### src/pkg/ccoc_pkg.sv
// clock control package: register indices, field layouts, reset values
// assumes register bytes are word aligned on a 32-bit AXI4-Lite bus
package ccoc_pkg;

  // ****************************************************
  // register map (index, byte address is four times it)
  // ****************************************************
  localparam int ADDR_W = 12;
  localparam logic [7:0] IDX_TUNE = 8'h96;
  localparam logic [7:0] IDX_WDCTL = 8'hA7;
  localparam logic [7:0] IDX_CLKCFG = 8'h10;
  localparam logic [7:0] IDX_AUX = 8'h11;
  localparam logic [7:0] IDX_USER_CONFIG_TWO = 8'h12;
  localparam logic [7:0] IDX_IRQSTAT = 8'h13;
  localparam logic [7:0] IDX_IRQEN = 8'h14;
  localparam logic [7:0] IDX_IRQCLR = 8'h15;

  // ****************************************************
  // field positions
  // ****************************************************
  localparam int CFG_SRC_LSB = 0;
  localparam int CFG_WDRATE_BIT = 2;
  localparam int CFG_DONE_BIT = 7;
  localparam int AUX_LP_BIT = 7;
  localparam int USER_CONFIG_TWO_DBL_BIT = 7;
  localparam int IRQ_W = 2;
  localparam int IRQ_DONE_BIT = 0;
  localparam int IRQ_REFUSED_BIT = 1;

  // ****************************************************
  // encodings and layouts
  // ****************************************************
  typedef enum logic [1:0] {
    SRC_WDOSC = 2'h0,
    SRC_RC = 2'h1,
    SRC_XTAL = 2'h2,
    SRC_EXT = 2'h3
  } ccoc_src_e;

  typedef struct packed {
    logic rcSysSel;
    logic clkOutEn;
    logic [5:0] tune;
  } ccoc_tune_s;

  typedef struct packed {
    logic [2:0] prescale;
    logic [1:0] unused;
    logic run;
    logic timeoutFlag;
    logic clkSel;
  } ccoc_wdctl_s;

  typedef struct packed {
    logic [1:0] src;
    logic wdRateLow;
  } ccoc_cfg_s;

  // ****************************************************
  // reset values
  // ****************************************************
  localparam logic [2:0] WD_PRESCALE_RST = 3'h7;
  localparam logic [1:0] WD_UNUSED_RST = 2'h0;
  localparam logic WD_RUN_RST = 1'b1;
  localparam logic WD_CLKSEL_RST = 1'b1;
  localparam ccoc_src_e SRC_RST = SRC_RC;
  localparam logic [1:0] RESP_OKAY = 2'h0;
  localparam logic [1:0] RESP_SLVERR = 2'h2;

endpackage : ccoc_pkg

### src/rtl/ccoc_top.sv
// clock source selection, switching, clock output and trim/watchdog regs
// assumes oscillator levels and ready flags arrive asynchronously, reset
// cause pulses and crystal usage flags come from logic on sys_clk
//
// Function
// - clock output only when no source, RTC or watchdog uses the crystal
// - clock output pin driven only while its enable bit is set
// - clock output runs at half the CPU clock rate
// - six-bit tune field sets the RC oscillator frequency
// - trim loaded with factory value only on power-on and watchdog reset
// - software may rewrite the tune value at any time
// - doubler bit doubles the RC oscillator output
// - low-power access bit clears on reset; set only at slow CPU clock (not enforced: an AUX write with bit 7 set sets it at any clock)
// - watchdog oscillator selectable between two rates as system clock
// - external mode takes CPU clock from input pin, sampled on sys_clk, at below half the sys_clk rate
// - external mode lets crystal-out pin be port pin or clock output
// - system clock source switchable among four sources while running
// - switch done flag clears at switch start, sets on completion
// - clock configuration writes refused while switch done flag is zero
// - watchdog control resets to prescale ones, run one, clock select one
// - timeout flag set by watchdog reset, cleared by power-on reset
`timescale 1ns/100ps
module ccoc_top
  import ccoc_pkg::*;
#(
  parameter logic [5:0] TUNE_FACTORY = 6'h20 // factory trim value
) (
  input wire logic sys_clk, // 200 MHz system clock
  input wire logic rst_b, // asynchronous reset, active low
  input wire logic porEvt, // power-on reset cause pulse
  input wire logic wdtRstEvt, // watchdog reset cause pulse
  input wire logic [3:0] oscLvlIn, // source levels, indexed by source
  input wire logic [3:0] oscRdyIn, // source ready flags, by source
  input wire logic rtcUsesXtal, // RTC clocked from crystal
  input wire logic wdtUsesXtal, // watchdog clocked from crystal
  input wire logic [ccoc_pkg::ADDR_W-1:0] awaddr, // write address
  input wire logic awvalid, // write address valid
  output logic awready, // write address ready
  input wire logic [31:0] wdata, // write data
  input wire logic [3:0] wstrb, // write strobes
  input wire logic wvalid, // write data valid
  output logic wready, // write data ready
  output logic [1:0] bresp, // write response
  output logic bvalid, // write response valid
  input wire logic bready, // write response ready
  input wire logic [ccoc_pkg::ADDR_W-1:0] araddr, // read address
  input wire logic arvalid, // read address valid
  output logic arready, // read address ready
  output logic [31:0] rdata, // read data
  output logic [1:0] rresp, // read response
  output logic rvalid, // read data valid
  input wire logic rready, // read data ready
  output logic cpuClockTick, // one-cycle pulse per CPU clock
  output ccoc_pkg::ccoc_src_e activeSrc, // source now driving the CPU clock
  output logic wdOscRateLow, // watchdog oscillator at low rate
  output logic rcDoublerOn, // RC doubler enabled
  output logic [5:0] rcTune, // RC oscillator tune value
  output logic rcSysSel, // RC system clock select bit
  output logic lowPowerAccess, // low-power clock access
  output ccoc_pkg::ccoc_wdctl_s wdCtl, // watchdog control to watchdog
  output logic crystalOutPinO, // clock output level
  output logic crystalOutPinOe, // clock output drive enable
  output logic irqOut // interrupt, high level
);
  import ccoc_pkg::*;

  // ****************************************************
  // pin synchronisers and edge detection
  // ****************************************************
  logic [7:0] syncA_ff;
  logic [7:0] syncB_ff;
  logic [3:0] lvlPrev_ff;
  logic [3:0] srcLvl;
  logic [3:0] srcRdy;
  logic [3:0] riseTick;
  logic [3:0] fallTick;
  logic [3:0] srcTick;

  // two flops per asynchronous source level and ready flag
  always_ff @(posedge sys_clk or negedge rst_b) begin
    if (!rst_b) begin
      syncA_ff <= 8'h00;
      syncB_ff <= 8'h00;
      lvlPrev_ff <= 4'h0;
    end else begin
      syncA_ff <= {oscRdyIn, oscLvlIn};
      syncB_ff <= syncA_ff;
      lvlPrev_ff <= syncB_ff[3:0];
    end
  end

  // each source becomes a tick stream; the doubled RC ticks on both edges
  assign srcLvl = syncB_ff[3:0];
  assign srcRdy = syncB_ff[7:4];
  assign riseTick = srcLvl & ~lvlPrev_ff;
  assign fallTick = ~srcLvl & lvlPrev_ff;
  assign srcTick[SRC_WDOSC] = riseTick[SRC_WDOSC];
  assign srcTick[SRC_RC] = riseTick[SRC_RC] |
                           (rcDoublerOn & fallTick[SRC_RC]);
  assign srcTick[SRC_XTAL] = riseTick[SRC_XTAL];
  assign srcTick[SRC_EXT] = riseTick[SRC_EXT];

  // ****************************************************
  // AXI4-Lite slave
  // ****************************************************
  logic awHeld_ff;
  logic wHeld_ff;
  logic [ADDR_W-1:0] awAddr_ff;
  logic [31:0] wData_ff;
  logic wLane0_ff;
  logic bvalid_ff;
  logic [1:0] bresp_ff;
  logic rvalid_ff;
  logic [1:0] rresp_ff;
  logic [31:0] rdata_ff;
  logic wrEn;
  logic [7:0] wrIdx;
  logic wrInRange;
  logic wrHit;
  logic [7:0] rdIdx;
  logic rdInRange;
  logic rdHit;
  logic [7:0] rdByte;
  logic arTake;

  // address and data are taken independently, answer once both are held
  assign awready = !awHeld_ff && !bvalid_ff;
  assign wready = !wHeld_ff && !bvalid_ff;
  assign wrEn = awHeld_ff && wHeld_ff && !bvalid_ff;
  assign wrIdx = awAddr_ff[9:2];
  assign wrInRange = (awAddr_ff[ADDR_W-1:10] == '0);
  assign wrHit = wrInRange && (wrIdx == IDX_TUNE || wrIdx == IDX_WDCTL ||
                 wrIdx == IDX_CLKCFG || wrIdx == IDX_AUX ||
                 wrIdx == IDX_USER_CONFIG_TWO || wrIdx == IDX_IRQSTAT ||
                 wrIdx == IDX_IRQEN || wrIdx == IDX_IRQCLR);
  assign bvalid = bvalid_ff;
  assign bresp = bresp_ff;

  // write channel holding registers and response
  always_ff @(posedge sys_clk or negedge rst_b) begin
    if (!rst_b) begin
      awHeld_ff <= 1'b0;
      wHeld_ff <= 1'b0;
      awAddr_ff <= '0;
      wData_ff <= 32'h0000_0000;
      wLane0_ff <= 1'b0;
      bvalid_ff <= 1'b0;
      bresp_ff <= RESP_OKAY;
    end else begin
      if (awvalid && awready) begin
        awHeld_ff <= 1'b1;
        awAddr_ff <= awaddr;
      end
      if (wvalid && wready) begin
        wHeld_ff <= 1'b1;
        wData_ff <= wdata;
        wLane0_ff <= wstrb[0];
      end
      if (wrEn) begin
        awHeld_ff <= 1'b0;
        wHeld_ff <= 1'b0;
        bvalid_ff <= 1'b1;
        bresp_ff <= wrHit ? RESP_OKAY : RESP_SLVERR;
      end else if (bvalid_ff && bready) begin
        bvalid_ff <= 1'b0;
      end
    end
  end

  // register write strobes, byte lane 0 carries the register
  logic wrByte;
  logic wrTune;
  logic wrWdctl;
  logic wrCfg;
  logic wrAux;
  logic wrUcfg2;
  logic wrIrqEn;
  logic wrIrqClr;
  assign wrByte = wrEn && wrInRange && wLane0_ff;
  assign wrTune = wrByte && (wrIdx == IDX_TUNE);
  assign wrWdctl = wrByte && (wrIdx == IDX_WDCTL);
  assign wrCfg = wrByte && (wrIdx == IDX_CLKCFG);
  assign wrAux = wrByte && (wrIdx == IDX_AUX);
  assign wrUcfg2 = wrByte && (wrIdx == IDX_USER_CONFIG_TWO);
  assign wrIrqEn = wrByte && (wrIdx == IDX_IRQEN);
  assign wrIrqClr = wrByte && (wrIdx == IDX_IRQCLR);

  // ****************************************************
  // source switching
  // ****************************************************
  typedef enum logic {ST_IDLE, ST_WAIT} ccoc_sw_e;
  ccoc_sw_e swState_ff;
  ccoc_src_e activeSrc_ff;
  ccoc_src_e pendSrc_ff;
  logic switchDone_ff;
  logic wdRateLow_ff;
  logic cfgAccept;
  logic cfgRefused;
  logic swStart;
  logic swCommit;
  ccoc_src_e reqSrc;

  // clock configuration writes are refused while a switch is in progress
  assign cfgAccept = wrCfg && switchDone_ff;
  assign cfgRefused = wrCfg && !switchDone_ff;
  assign reqSrc = ccoc_src_e'(wData_ff[CFG_SRC_LSB +: 2]);
  assign swStart = cfgAccept && (reqSrc != activeSrc_ff);
  assign swCommit = (swState_ff == ST_WAIT) && srcRdy[pendSrc_ff];

  // old source keeps ticking until the new one reports ready
  always_ff @(posedge sys_clk or negedge rst_b) begin
    if (!rst_b) begin
      swState_ff <= ST_IDLE;
      activeSrc_ff <= SRC_RST;
      pendSrc_ff <= SRC_RST;
      switchDone_ff <= 1'b1;
      wdRateLow_ff <= 1'b0;
    end else begin
      case (swState_ff)
        ST_IDLE: begin
          if (cfgAccept) begin
            wdRateLow_ff <= wData_ff[CFG_WDRATE_BIT];
          end
          if (swStart) begin
            pendSrc_ff <= reqSrc;
            switchDone_ff <= 1'b0;
            swState_ff <= ST_WAIT;
          end
        end
        ST_WAIT: begin
          if (swCommit) begin
            activeSrc_ff <= pendSrc_ff;
            switchDone_ff <= 1'b1;
            swState_ff <= ST_IDLE;
          end
        end
        default: swState_ff <= ST_IDLE;
      endcase
    end
  end

  // whole ticks only, so the change-over never cuts a pulse short
  assign cpuClockTick = srcTick[activeSrc_ff];
  assign activeSrc = activeSrc_ff;
  assign wdOscRateLow = wdRateLow_ff;

  // ****************************************************
  // trim and watchdog control (power-on / watchdog reset only)
  // ****************************************************
  ccoc_tune_s tune_ff;
  ccoc_wdctl_s wdctl_ff;

  // loaded with reset values only by the two reset causes, never by rst_b
  always_ff @(posedge sys_clk) begin
    if (porEvt || wdtRstEvt) begin
      tune_ff <= '{rcSysSel: 1'b0, clkOutEn: 1'b0,
                   tune: TUNE_FACTORY};
      wdctl_ff.prescale <= WD_PRESCALE_RST;
      wdctl_ff.unused <= WD_UNUSED_RST;
      wdctl_ff.run <= WD_RUN_RST;
      wdctl_ff.clkSel <= WD_CLKSEL_RST;
      wdctl_ff.timeoutFlag <= !porEvt;
    end else begin
      if (wrTune) begin
        tune_ff <= ccoc_tune_s'(wData_ff[7:0]);
      end
      if (wrWdctl) begin
        wdctl_ff.prescale <= wData_ff[7:5];
        wdctl_ff.run <= wData_ff[2];
        wdctl_ff.clkSel <= wData_ff[0];
        if (!wData_ff[1]) begin
          wdctl_ff.timeoutFlag <= 1'b0;
        end
      end
    end
  end

  assign rcTune = tune_ff.tune;
  assign rcSysSel = tune_ff.rcSysSel;
  assign wdCtl = wdctl_ff;

  // ****************************************************
  // auxiliary, user configuration and interrupts
  // ****************************************************
  logic lowPower_ff;
  logic doubler_ff;
  logic [IRQ_W-1:0] irqStat_ff;
  logic [IRQ_W-1:0] irqEn_ff;
  logic [IRQ_W-1:0] irqSet;
  logic [IRQ_W-1:0] irqClr;

  assign irqSet = {cfgRefused, swCommit};
  assign irqClr = wrIrqClr ? wData_ff[IRQ_W-1:0] : '0;

  // sticky flags: a set in the clearing cycle wins
  always_ff @(posedge sys_clk or negedge rst_b) begin
    if (!rst_b) begin
      lowPower_ff <= 1'b0;
      doubler_ff <= 1'b0;
      irqStat_ff <= '0;
      irqEn_ff <= '0;
    end else begin
      if (wrAux) begin
        lowPower_ff <= wData_ff[AUX_LP_BIT];
      end
      if (wrUcfg2) begin
        doubler_ff <= wData_ff[USER_CONFIG_TWO_DBL_BIT];
      end
      if (wrIrqEn) begin
        irqEn_ff <= wData_ff[IRQ_W-1:0];
      end
      irqStat_ff <= (irqStat_ff & ~irqClr) | irqSet;
    end
  end

  assign lowPowerAccess = lowPower_ff;
  assign rcDoublerOn = doubler_ff;
  assign irqOut = |(irqStat_ff & irqEn_ff);

  // ****************************************************
  // clock output on the crystal-out pin
  // ****************************************************
  logic clkOutAllowed;
  logic clkOutOn;
  logic clkOutLvl_ff;

  // pin is free only when nothing runs from the crystal
  assign clkOutAllowed = (activeSrc_ff != SRC_XTAL) && !rtcUsesXtal &&
                         !wdtUsesXtal;
  assign clkOutOn = tune_ff.clkOutEn && clkOutAllowed;

  // toggle per CPU tick gives half the CPU clock rate
  always_ff @(posedge sys_clk or negedge rst_b) begin
    if (!rst_b) begin
      clkOutLvl_ff <= 1'b0;
    end else if (!clkOutOn) begin
      clkOutLvl_ff <= 1'b0;
    end else if (cpuClockTick) begin
      clkOutLvl_ff <= !clkOutLvl_ff;
    end
  end

  assign crystalOutPinO = clkOutLvl_ff;
  assign crystalOutPinOe = clkOutOn;

  // ****************************************************
  // read path
  // ****************************************************
  assign rdIdx = araddr[9:2];
  assign rdInRange = (araddr[ADDR_W-1:10] == '0);
  assign arTake = arvalid && arready;
  assign arready = !rvalid_ff;

  // read decode of every mapped register
  assign rdHit = rdInRange && (rdIdx == IDX_TUNE || rdIdx == IDX_WDCTL ||
                 rdIdx == IDX_CLKCFG || rdIdx == IDX_AUX ||
                 rdIdx == IDX_USER_CONFIG_TWO || rdIdx == IDX_IRQSTAT ||
                 rdIdx == IDX_IRQEN || rdIdx == IDX_IRQCLR);
  assign rdByte =
    (!rdInRange) ? 8'h00 :
    (rdIdx == IDX_TUNE) ? tune_ff :
    (rdIdx == IDX_WDCTL) ? wdctl_ff :
    (rdIdx == IDX_CLKCFG) ? {switchDone_ff, 4'h0, wdRateLow_ff,
                             activeSrc_ff} :
    (rdIdx == IDX_AUX) ? {lowPower_ff, 7'h00} :
    (rdIdx == IDX_USER_CONFIG_TWO) ? {doubler_ff, 7'h00} :
    (rdIdx == IDX_IRQSTAT) ? {6'h00, irqStat_ff} :
    (rdIdx == IDX_IRQEN) ? {6'h00, irqEn_ff} : 8'h00;

  // read answer held until taken
  always_ff @(posedge sys_clk or negedge rst_b) begin
    if (!rst_b) begin
      rvalid_ff <= 1'b0;
      rresp_ff <= RESP_OKAY;
      rdata_ff <= 32'h0000_0000;
    end else if (arTake) begin
      rvalid_ff <= 1'b1;
      rresp_ff <= rdHit ? RESP_OKAY : RESP_SLVERR;
      rdata_ff <= {24'h00_0000, rdByte};
    end else if (rvalid_ff && rready) begin
      rvalid_ff <= 1'b0;
    end
  end

  assign rvalid = rvalid_ff;
  assign rresp = rresp_ff;
  assign rdata = rdata_ff;
endmodule : ccoc_top

### config.mk
export PLATFORM = sky130hd
export DESIGN_NAME = ccoc_top
export DESIGN_NICKNAME = d
export VERILOG_FILES = /design/src/pkg/ccoc_pkg.sv /design/src/rtl/ccoc_top.sv
export SDC_FILE = /design/constraint.sdc
export NUM_CORES = 1
export LEC_CHECK = 0
export ABC_CLOCK_PERIOD_IN_PS = 3600
export BUFFER_PORTS_ARGS = -buffer_cell sky130_fd_sc_hd__buf_2
export CAP_MARGIN = 20
export CORE_AREA = 2 2 107 109
export DETAILED_ROUTE_END_ITERATION = 8
export DIE_AREA = 0 0 109 111
export SLEW_MARGIN = 20
export SYNTH_ARGS = -nofsm -noshare
export SYNTH_HDL_FRONTEND = slang
export SYNTH_SLANG_ARGS = --single-unit
### constraint.sdc
create_clock -name sys_clk -period 3.6 [get_ports sys_clk]
set_clock_uncertainty 0.2 [all_clocks]
set_input_delay 0.54 -clock sys_clk [delete_from_list [all_inputs] [get_ports sys_clk]]
set_output_delay 0.54 -clock sys_clk [all_outputs]
set_load 0.05 [all_outputs]
==> impl_metrics.env, run 1 <==
export IMPL_die_area_sq_mm=0.0121
export IMPL_fillCellCount=1087
export IMPL_via_count=2771
export IMPL_core_area_sq_mm=0.0111
export IMPL_yosys_area_top_type_share_pct=42.9
export IMPL_grt_usage_pct=14.8
export IMPL_critPathRequiredTime_ps=2860
export IMPL_placed_cells=548
export IMPL_synth_edff_count=1
export IMPL_ys_async_sr_fraction_pct=82.7
export IMPL_worstMarginPinSlew_ps=656
export IMPL_grt_pass1_vias=2699
export IMPL_crit_arrival_ps=1820
export IMPL_portBuffers=84
export IMPL_hpwl_um=6450
export IMPL_combPwrFrac_pct=21.7
export IMPL_p_sw_uw=894
export IMPL_maxSlewViolCount=0
export IMPL_post_drt_via_cell_ratio=4.90
export IMPL_fin_cells=565
export IMPL_wl_per_cell_um=15.0
export IMPL_slew_headroom_pct=56.2
export IMPL_synth_most_common_cell="dfrtp_1"
export IMPL_cp_slowest_cell="dfstp_2"
export IMPL_p_leak_uw=0.00197
export IMPL_cts_sinks=81
export IMPL_grt_pass1_wl_um=13800
export IMPL_grt_remaining_overflow=0
export IMPL_hold_violations=0
export IMPL_die_height_um=111
export IMPL_hold_class="in2reg"
export IMPL_hp_start="oscRdyIn[1]"
export IMPL_fin_util_pct=40.3
export IMPL_clk_latency_ps=340
export IMPL_cp_max_fo=9
export IMPL_antenna_found_initial=0
export IMPL_cap_viol_max_count=0
export IMPL_cts_tree="done"
export IMPL_cts_reportedPaths_clkPinSlew_ps=60
export IMPL_intPower_uw=1840
export IMPL_setup_tns_ps=0
export IMPL_h_tree_depth=3
export IMPL_synth_top_area_cell="dfrtp_1"
export IMPL_synth_common_cells="dfrtp_1, buf_4, mux2_2, o21ai_0, nand3_1"
export IMPL_swShare_pct=32.7
export IMPL_first_iter_violations=136
export IMPL_ir_worst_vdd_uv=462
export IMPL_cts_resized=0
export IMPL_io_pins=144
export IMPL_p_seq_share_pct=45.0
export IMPL_drive_gt1_share_pct=34.6
export IMPL_avgSynthCellArea_sq_um=11.2
export IMPL_fin_crit_ps=2560
export IMPL_start_kind="flop"
export IMPL_clk_path_buf_depth=2
export IMPL_drcViolationCount=0
export IMPL_outcome="finished clean"
export IMPL_crit_type="reg2out"
export IMPL_gp_congestion=0.823
export IMPL_grt_max_degree=53
export IMPL_diodes=0
export IMPL_cts_hold_buffers=1
export IMPL_worstReg2RegStart="bvalid"
export IMPL_dr_pass1_iters=4
export IMPL_fin_nets=496
export IMPL_ys_flop_type="dfrtp_1"
export IMPL_yosysWarnings=0
export IMPL_clock_fmax_mhz=390
export IMPL_clkPwrFrac_pct=33.2
export IMPL_area_growth_pct=19.5
export IMPL_seq_area_frac_synth_pct=52.7
export IMPL_crit_start="activeSrc[0]"
export IMPL_root_buffer="clkbuf_16"
export IMPL_cp_cell_sequence="nor2b_1, nor4b_1, buf_2"
export IMPL_initial_core_util_pct=33.7
export IMPL_cellPowerDensity_mw_per_mm2=613
export IMPL_core_rowCount=39
export IMPL_slowest_delay_ps=650
export IMPL_cp_top_family="flip-flops"
export IMPL_rsz0062_at_grt="false"
export IMPL_ys_seq_elements=81
export IMPL_dieWidth_um=109
export IMPL_wirelength_um=8490
export IMPL_end_kind="primary output"
export IMPL_period_share_pct=71.2
export IMPL_antenna_left=0
export IMPL_synth_cell_types=56
export IMPL_synth_area_sq_mm=0.00374
export IMPL_synth_area_leaders="dfrtp_1, mux2_2, dfxtp_1"
export IMPL_path_buf_inv=1
export IMPL_synthCells=334
export IMPL_setup_violations=0
export IMPL_post_cts_buffers=0
export IMPL_numCtsBuffers=9
[state kept, by name, indices dropped and copies added (netlist names), 4 cells and up]
name / flops
syncA_ff: 8
awAddr_ff: 10
rcTune: 6
wData_ff: 8
rdata: 8
wdCtl: 6
syncB_ff: 8
lvlPrev_ff: 4
[power by group through the flow]
| stage | Combinational (uW) | Sequential [uW] | Clock [uW] |
|---|---|---|---|
| final | 595 | 1230 | 909 |
| after global routing | 647 | 1260 | 979 |
| after CTS | 599 | 1230 | 935 |
| after detailed placement | 597 | 1250 | 0 |
| after global placement | 583 | 1240 | 0 |
| after floorplan | 473 | 1220 | 0 |
[per-stage QoR]
stage                     setup slack, ps  area (sq um)  hold WS, ps  total power (uW)
final                                1040          4470          106              2740
after global routing                  872          4470         96.4              2880
after CTS                            1010          4470         96.2              2770
after detailed placement             1380          4160          135              1840
after global placement               1410          4160          134              1820
after floorplan                      83.5          3840         44.4              1690
[per-layer routing]
layer	GRT usage [%]	vias up	share of wire (%)
met5	0	-	0
met4	6.41	0	2.4
met3	4.35	16	6.9
met1	20.0	1322	45
li1	-	1328	-
met2	21.9	105	46
[cell families after synthesis]
family,count (synthesis),share of synthesized area (%)
xor+xnor,3,0.703
simple gates,97,15.7
compound gates,71,12.3
mux,30,9.48
buf+inv,51,9.01
flops,81,52.7
other cells,1,0.100
[worst paths after layout]
check / cells after the start / slack (ps) / end
min in group asynchronous: 2 / 450 / syncA_ff[5]
worst min register to register: 0 / 140 / syncB_ff[2]
worst max register to register: 4 / 1510 / irqEn_ff[1]
worst min-delay path: 1 / 110 / syncA_ff[5]
worst max-delay path: 3 / 1040 / crystalOutPinOe
max in group asynchronous: 3 / 1780 / rdata[4]
[cells in the final DEF, fill, tap and decap left out, drive strengths merged, types with 4 or more instances in the layout]
| cell | Yosys | routed |
|---|---|---|
| nor4b | 4 | 4 |
| nand4 | 9 | 9 |
| inv | 7 | 7 |
| nor2 | 12 | 12 |
| conb | 1 | 28 |
| and4 | 4 | 4 |
| nor2b | 7 | 7 |
| nor3b | 5 | 5 |
| a21oi | 16 | 16 |
| a22o | 6 | 6 |
| clkbuf | 6 | 11 |
| a22oi | 5 | 5 |
| nand3 | 21 | 21 |
| dfxtp | 13 | 13 |
| nand2 | 14 | 14 |
| dfrtp | 64 | 64 |
| buf | 38 | 88 |
| o21ai | 23 | 23 |
| mux2 | 27 | 27 |
[area by class of cell]
cell class                 instances  area, sq um  area share (%)
sequential                        81         1970            44.1
inverter                           7         26.3           0.588
timing repair buffer              89          460            10.3
clock buffer                      11          243            5.44
clock inverter                     5         56.3            1.26
multi-input combinational        229         1530            34.3
tap                              143          179            4.01
Note: power is estimated with default switching activity, not from simulation.
==> run 2: changes to the inputs <==
- ABC_CLOCK_PERIOD_IN_PS: 3600 -> 2080
- clock period: 3.6 -> 2.08 ns (I/O delays scaled with it)
==> impl_metrics.env, run 2 (synthesized netlist as in run 1, its figures left out) <==
export IMPL_outcome="finished, violations left"
export IMPL_violations="negative setup slack"
export IMPL_core_rowCount=39
export IMPL_hold_class="in2reg"
export IMPL_cap_viol_max_count=0
export IMPL_diodes=0
export IMPL_maxSlewViolCount=0
export IMPL_rsz0062_at_grt="true"
export IMPL_cp_slowest_cell="dfstp_2"
export IMPL_crit_type="reg2out"
export IMPL_hold_violations=0
export IMPL_first_iter_violations=118
export IMPL_period_share_pct=101
export IMPL_r2r_end="irqEn_ff[0]"
export IMPL_grt_usage_pct=15.7
export IMPL_via_count=2850
export IMPL_routed_top_layer="met4"
export IMPL_fin_crit_ps=2090
export IMPL_end_kind="primary output"
export IMPL_cp_cell_sequence="nand2_2, o32a_1, a22oi_2, buf_6"
export IMPL_rr_worst_depth=4
export IMPL_die_height_um=111
export IMPL_drcViolationCount=0
export IMPL_fin_util_pct=43.2
export IMPL_initial_core_util_pct=33.7
export IMPL_worstSetupPathDepth=4
export IMPL_largest_register_ff_count=10
export IMPL_final_cell_mix="buf_2, dfrtp_1, conb_1"
export IMPL_cts_reportedPaths_clkPinSlew_ps=60
export IMPL_gp_congestion=0.829
export IMPL_portBuffers=84
export IMPL_core_area_sq_mm=0.0111
export IMPL_finalInstanceArea_sq_mm=0.00478
export IMPL_post_drt_via_cell_ratio=4.83
export IMPL_dr_pass1_iters=4
export IMPL_p_leak_uw=0.00211
export IMPL_critPathRequiredTime_ps=1570
export IMPL_fin_nets=521
export IMPL_numCtsBuffers=9
export IMPL_clock_fmax_mhz=478
export IMPL_cts_sinks=81
export IMPL_clk_latency_ps=330
export IMPL_path_buf_inv=1
export IMPL_cellPowerDensity_mw_per_mm2=1060
export IMPL_root_buffer="clkbuf_16"
export IMPL_die_area_sq_mm=0.0121
export IMPL_ir_worst_vdd_uv=676
export IMPL_slowest_delay_ps=600
export IMPL_clk_path_buf_depth=2
export IMPL_start_kind="flop"
export IMPL_grt_remaining_overflow=0
export IMPL_grt_pass1_vias=2886
export IMPL_wirelength_um=8830
export IMPL_pre_cts_slack_ps=139
export IMPL_antenna_left=0
export IMPL_route_met3_wl_um=591
export IMPL_reg2reg_slack_ps=170
export IMPL_grt_max_degree=68
export IMPL_setup_violations=1
export IMPL_wl_per_cell_um=15.0
export IMPL_antenna_found_initial=0
export IMPL_post_dp_cell_area_sq_mm=0.00427
export IMPL_top_register="awAddr_ff"
export IMPL_drive_gt1_share_pct=36.5
export IMPL_hpwl_um=6550
export IMPL_area_growth_pct=28.0
export IMPL_cp_top_family="flip-flops"
export IMPL_layout_cells_most_common="buf_2"
export IMPL_crit_start="activeSrc[0]"
export IMPL_crit_arrival_ps=1580
export IMPL_io_pins=144
export IMPL_dieWidth_um=109
export IMPL_cts_tree="done"
export IMPL_setup_slack_ps=-11.5
export IMPL_cp_max_fo=6
export IMPL_wl_met2_um=4140
export IMPL_worstReg2RegStart="bvalid"
export IMPL_cp_endpoint="cpuClockTick"
export IMPL_grt_pass1_wl_um=14700
export IMPL_wl_met1_um=3960
export IMPL_h_tree_depth=3
==> run 2: changes by cell type in the layout (fill, tap and decap cells not counted), sizes merged <==
cell,change
bufinv,+2
buf,+11
inv,+1
clkinvlp,-1
clkbuf,-2
dlygate4sd3,+14
==> run 2: per-stage QoR <==
step / hold slack, ps / power [uW] / TNS (ps) / cells
floorplan: -184 / 2930 / -175 / 361
global placement: 133 / 3240 / 0 / 558
finish: 14.6 / 5090 / -11.5 / 590
global route: 0.728 / 5360 / -117 / 590
detailed placement: 135 / 3290 / 0 / 558
CTS: 1.14 / 5140 / -49.2 / 589
==> run 2: routing by layer <==
layer / vias up / GRT usage [%]
met1: 1358 / 20.6
met2: 104 / 24.6
met5: - / 0
met4: 0 / 5.30
li1: 1372 / -
met3: 16 / 4.70
==> run 2: power breakdown <==
part	leakage (uW)	internal, uW	switching [uW]	total [uW]
Sequential	0.000932	1830	273	2100
Combinational	0.00101	488	688	1180
Clock	0.000170	1170	634	1810
Total	0.00211	3490	1590	5090
==> run 2: worst reg2reg max path: cells and delay by family (launching register included) <==
family | cells | cell delay [ps]
multiplexers | 1 | 290
AND/OR/NAND/NOR | 3 | 860
flip-flops | 1 | 440
==> run 2: worst min-delay path by stage <==
stage | from | endpoint | slack (ps) | cells past startpoint
after floorplan | rst_b | activeSrc[1] | -180 | 0
after global placement | syncA_ff[1] | syncB_ff[1] | 130 | 0
after detailed placement | syncA_ff[2] | syncB_ff[2] | 130 | 0
after CTS | awaddr[6] | awAddr_ff[6] | 1 | 2
after global routing | wdata[6] | wData_ff[6] | 0.7 | 2
final | awaddr[11] | awAddr_ff[11] | 10 | 2
==> run 2: final cells by class <==
type	instances	area, sq um
Fill cell	1078	6290
Multi-Input combinational cell	229	1550
Sequential cell	81	1970
Timing Repair Buffer	114	708
Clock buffer	9	225
Tap cell	143	179
Inverter	7	26.3
Clock inverter	7	118
==> run 2: repair_timing <==
| item | CTS | global route |
|---|---|---|
| hold buffers | 14 | 1 |
| setup buffers | 1 | 0 |
| endpoints found under the setup margin | 2 | 2 |
| resized for setup | 3 | 2 |
| endpoints found under the hold margin | 77 | 1 |
==> run 3: changes to the inputs <==
- CORE_AREA: 2 2 107 109 -> 2 2 96 98
- DIE_AREA: 0 0 109 111 -> 0 0 98 100
- PLACE_DENSITY: not set -> 0.74
==> impl_metrics.env, run 3 (synthesized netlist as in run 1, its figures left out) <==
export IMPL_fin_crit_ps=2090
export IMPL_clock_fmax_mhz=478
export IMPL_hold_violations=0
export IMPL_io_pins=144
export IMPL_core_rowCount=35
export IMPL_cts_sinks=81
export IMPL_pre_cts_slack_ps=152
export IMPL_use_met1_pct=22.7
export IMPL_placed_cells=526
export IMPL_violations="negative setup slack"
export IMPL_whs_path_depth=3
export IMPL_grt_usage_pct=18.5
export IMPL_top_register="awAddr_ff"
export IMPL_setup_slack_ps=-14.2
export IMPL_h_tree_depth=3
export IMPL_post_drt_via_cell_ratio=5.09
export IMPL_critPathRequiredTime_ps=1570
export IMPL_die_height_um=100
export IMPL_crit_type="reg2out"
export IMPL_multiInputGateArea_sq_mm=0.00155
export IMPL_seqCellArea_sq_mm=0.00197
export IMPL_hold_ws_ps=51.7
export IMPL_end_kind="primary output"
export IMPL_grtUsageMet2_pct=30.8
export IMPL_numCtsBuffers=9
export IMPL_cp_cell_sequence="nand2_2, o32a_1, a22oi_2, buf_6"
export IMPL_cp_max_fo=6
export IMPL_maxSlewViolCount=0
export IMPL_reg2reg_slack_ps=130
export IMPL_start_kind="flop"
export IMPL_grt_pass1_vias=2935
export IMPL_initial_core_util_pct=42.0
export IMPL_crit_arrival_ps=1580
export IMPL_wl_per_cell_um=15.1
export IMPL_rsz0062_at_grt="true"
export IMPL_grt_use_met3_pct=4.46
export IMPL_cp_top_family="flip-flops"
export IMPL_hp_start="arvalid"
export IMPL_fillCellCount=789
export IMPL_fin_util_pct=53.8
export IMPL_diodes=0
export IMPL_clkPwrFrac_pct=26.4
export IMPL_antenna_left=0
export IMPL_area_growth_pct=28.1
export IMPL_hold_class="in2reg"
export IMPL_worstReg2RegStart="bvalid"
export IMPL_rr_worst_depth=4
export IMPL_p_leak_uw=0.00212
export IMPL_largest_register_ff_count=10
export IMPL_grt_max_degree=51
export IMPL_grt_busiest_layer="met2"
export IMPL_via_count=2937
export IMPL_clk_latency_ps=360
export IMPL_die_area_sq_mm=0.00980
export IMPL_intPower_uw=2900
export IMPL_first_iter_violations=149
export IMPL_hold_path_endpoint="rresp[1]"
export IMPL_gp_congestion=0.832
export IMPL_p_seq_share_pct=46.7
export IMPL_antenna_found_initial=0
export IMPL_fin_cells=577
export IMPL_p_sw_uw=1580
export IMPL_hpwl_um=6260
export IMPL_final_cell_mix="buf_2, dfrtp_1, dlygate4sd3_1"
export IMPL_core_area_sq_mm=0.00889
export IMPL_cap_viol_max_count=0
export IMPL_setup_violations=1
export IMPL_outcome="finished, violations left"
export IMPL_grt_pass1_wl_um=14200
export IMPL_root_buffer="clkbuf_8"
export IMPL_combPwrFrac_pct=26.9
export IMPL_cellPowerDensity_mw_per_mm2=936
export IMPL_drcViolationCount=0
export IMPL_drive_gt1_share_pct=35.4
export IMPL_clk_path_buf_depth=2
export IMPL_grt_remaining_overflow=0
export IMPL_cts_tree="done"
export IMPL_cts_reportedPaths_clkPinSlew_ps=90
export IMPL_swShare_pct=35.3
export IMPL_cp_slowest_cell="dfstp_2"
export IMPL_fin_nets=540
export IMPL_slowest_delay_ps=590
export IMPL_ir_worst_vdd_uv=903
export IMPL_dr_pass1_iters=4
export IMPL_layout_cells_most_common="buf_2"
export IMPL_dieWidth_um=98
export IMPL_portBuffers=84
export IMPL_r2r_end="irqEn_ff[1]"
export IMPL_wirelength_um=8680
export IMPL_period_share_pct=101
export IMPL_path_buf_inv=1
## run 3: cell count changes in the layout (fill, tap and decap cells not counted), sizes merged
cell,delta
buf,+2
bufinv,-2
clkinv,-1
clkinvlp,+3
dlygate4sd3,+17
## run 3: repair_timing
item | CTS | global route
gates resized for setup | 4 | 1
setup buffers | 3 | 0
hold buffers | 32 | 0
pin swaps | 1 | 0
endpoints found under the setup margin | 2 | 2
endpoints found under the hold margin | 48 | 0
## run 3: final cells by class
class | count | area share (%)
Clock buffer | 9 | 2.59
Clock inverter | 7 | 1.65
Inverter | 7 | 0.549
Multi-Input combinational cell | 229 | 32.4
Sequential cell | 81 | 41.2
Tap cell | 111 | 2.90
Timing Repair Buffer | 133 | 18.7
## run 3: power groups by stage
stage,Clock [uW],Combinational (uW),Sequential [uW]
2_1_floorplan,0,819,2110
3_3_place_gp,0,1120,2100
3_5_place_dp,0,1150,2120
4_1_cts,1200,1200,2090
5_1_grt,1280,1310,2140
6_report,1180,1200,2090
## run 3: worst max path at each step
stage	cells past startpoint	start	end
finish	4	activeSrc[0]	cpuClockTick
global route	4	activeSrc[0]	cpuClockTick
CTS	4	activeSrc[0]	cpuClockTick
detailed placement	4	bvalid	irqEn_ff[1]
global placement	4	bvalid	irqEn_ff[1]
floorplan	5	activeSrc[0]	crystalOutPinO
## run 3: layer usage
layer | up-vias | share of wire, %
met5 | - | 0
met4 | 0 | 2.7
met3 | 20 | 5.4
met2 | 97 | 49
met1 | 1409 | 43
li1 | 1411 | -
## run 3: worst register-to-register path, cell delays in order, from the launching register on
cell and delay [ps]:
dfrtp_2 450, and3b_1 350, and3_4 300, and4_4 260, mux2_4 290
## run 3: metrics by stage
step                      area (sq um)  setup TNS [ps]  total power, uW
after floorplan                   3870            -175             2930
after CTS                         4780           -13.3             4500
after global routing              4790            -102             4720
final                             4790           -14.2             4480
after detailed placement          4230               0             3270
after global placement            4230               0             3220
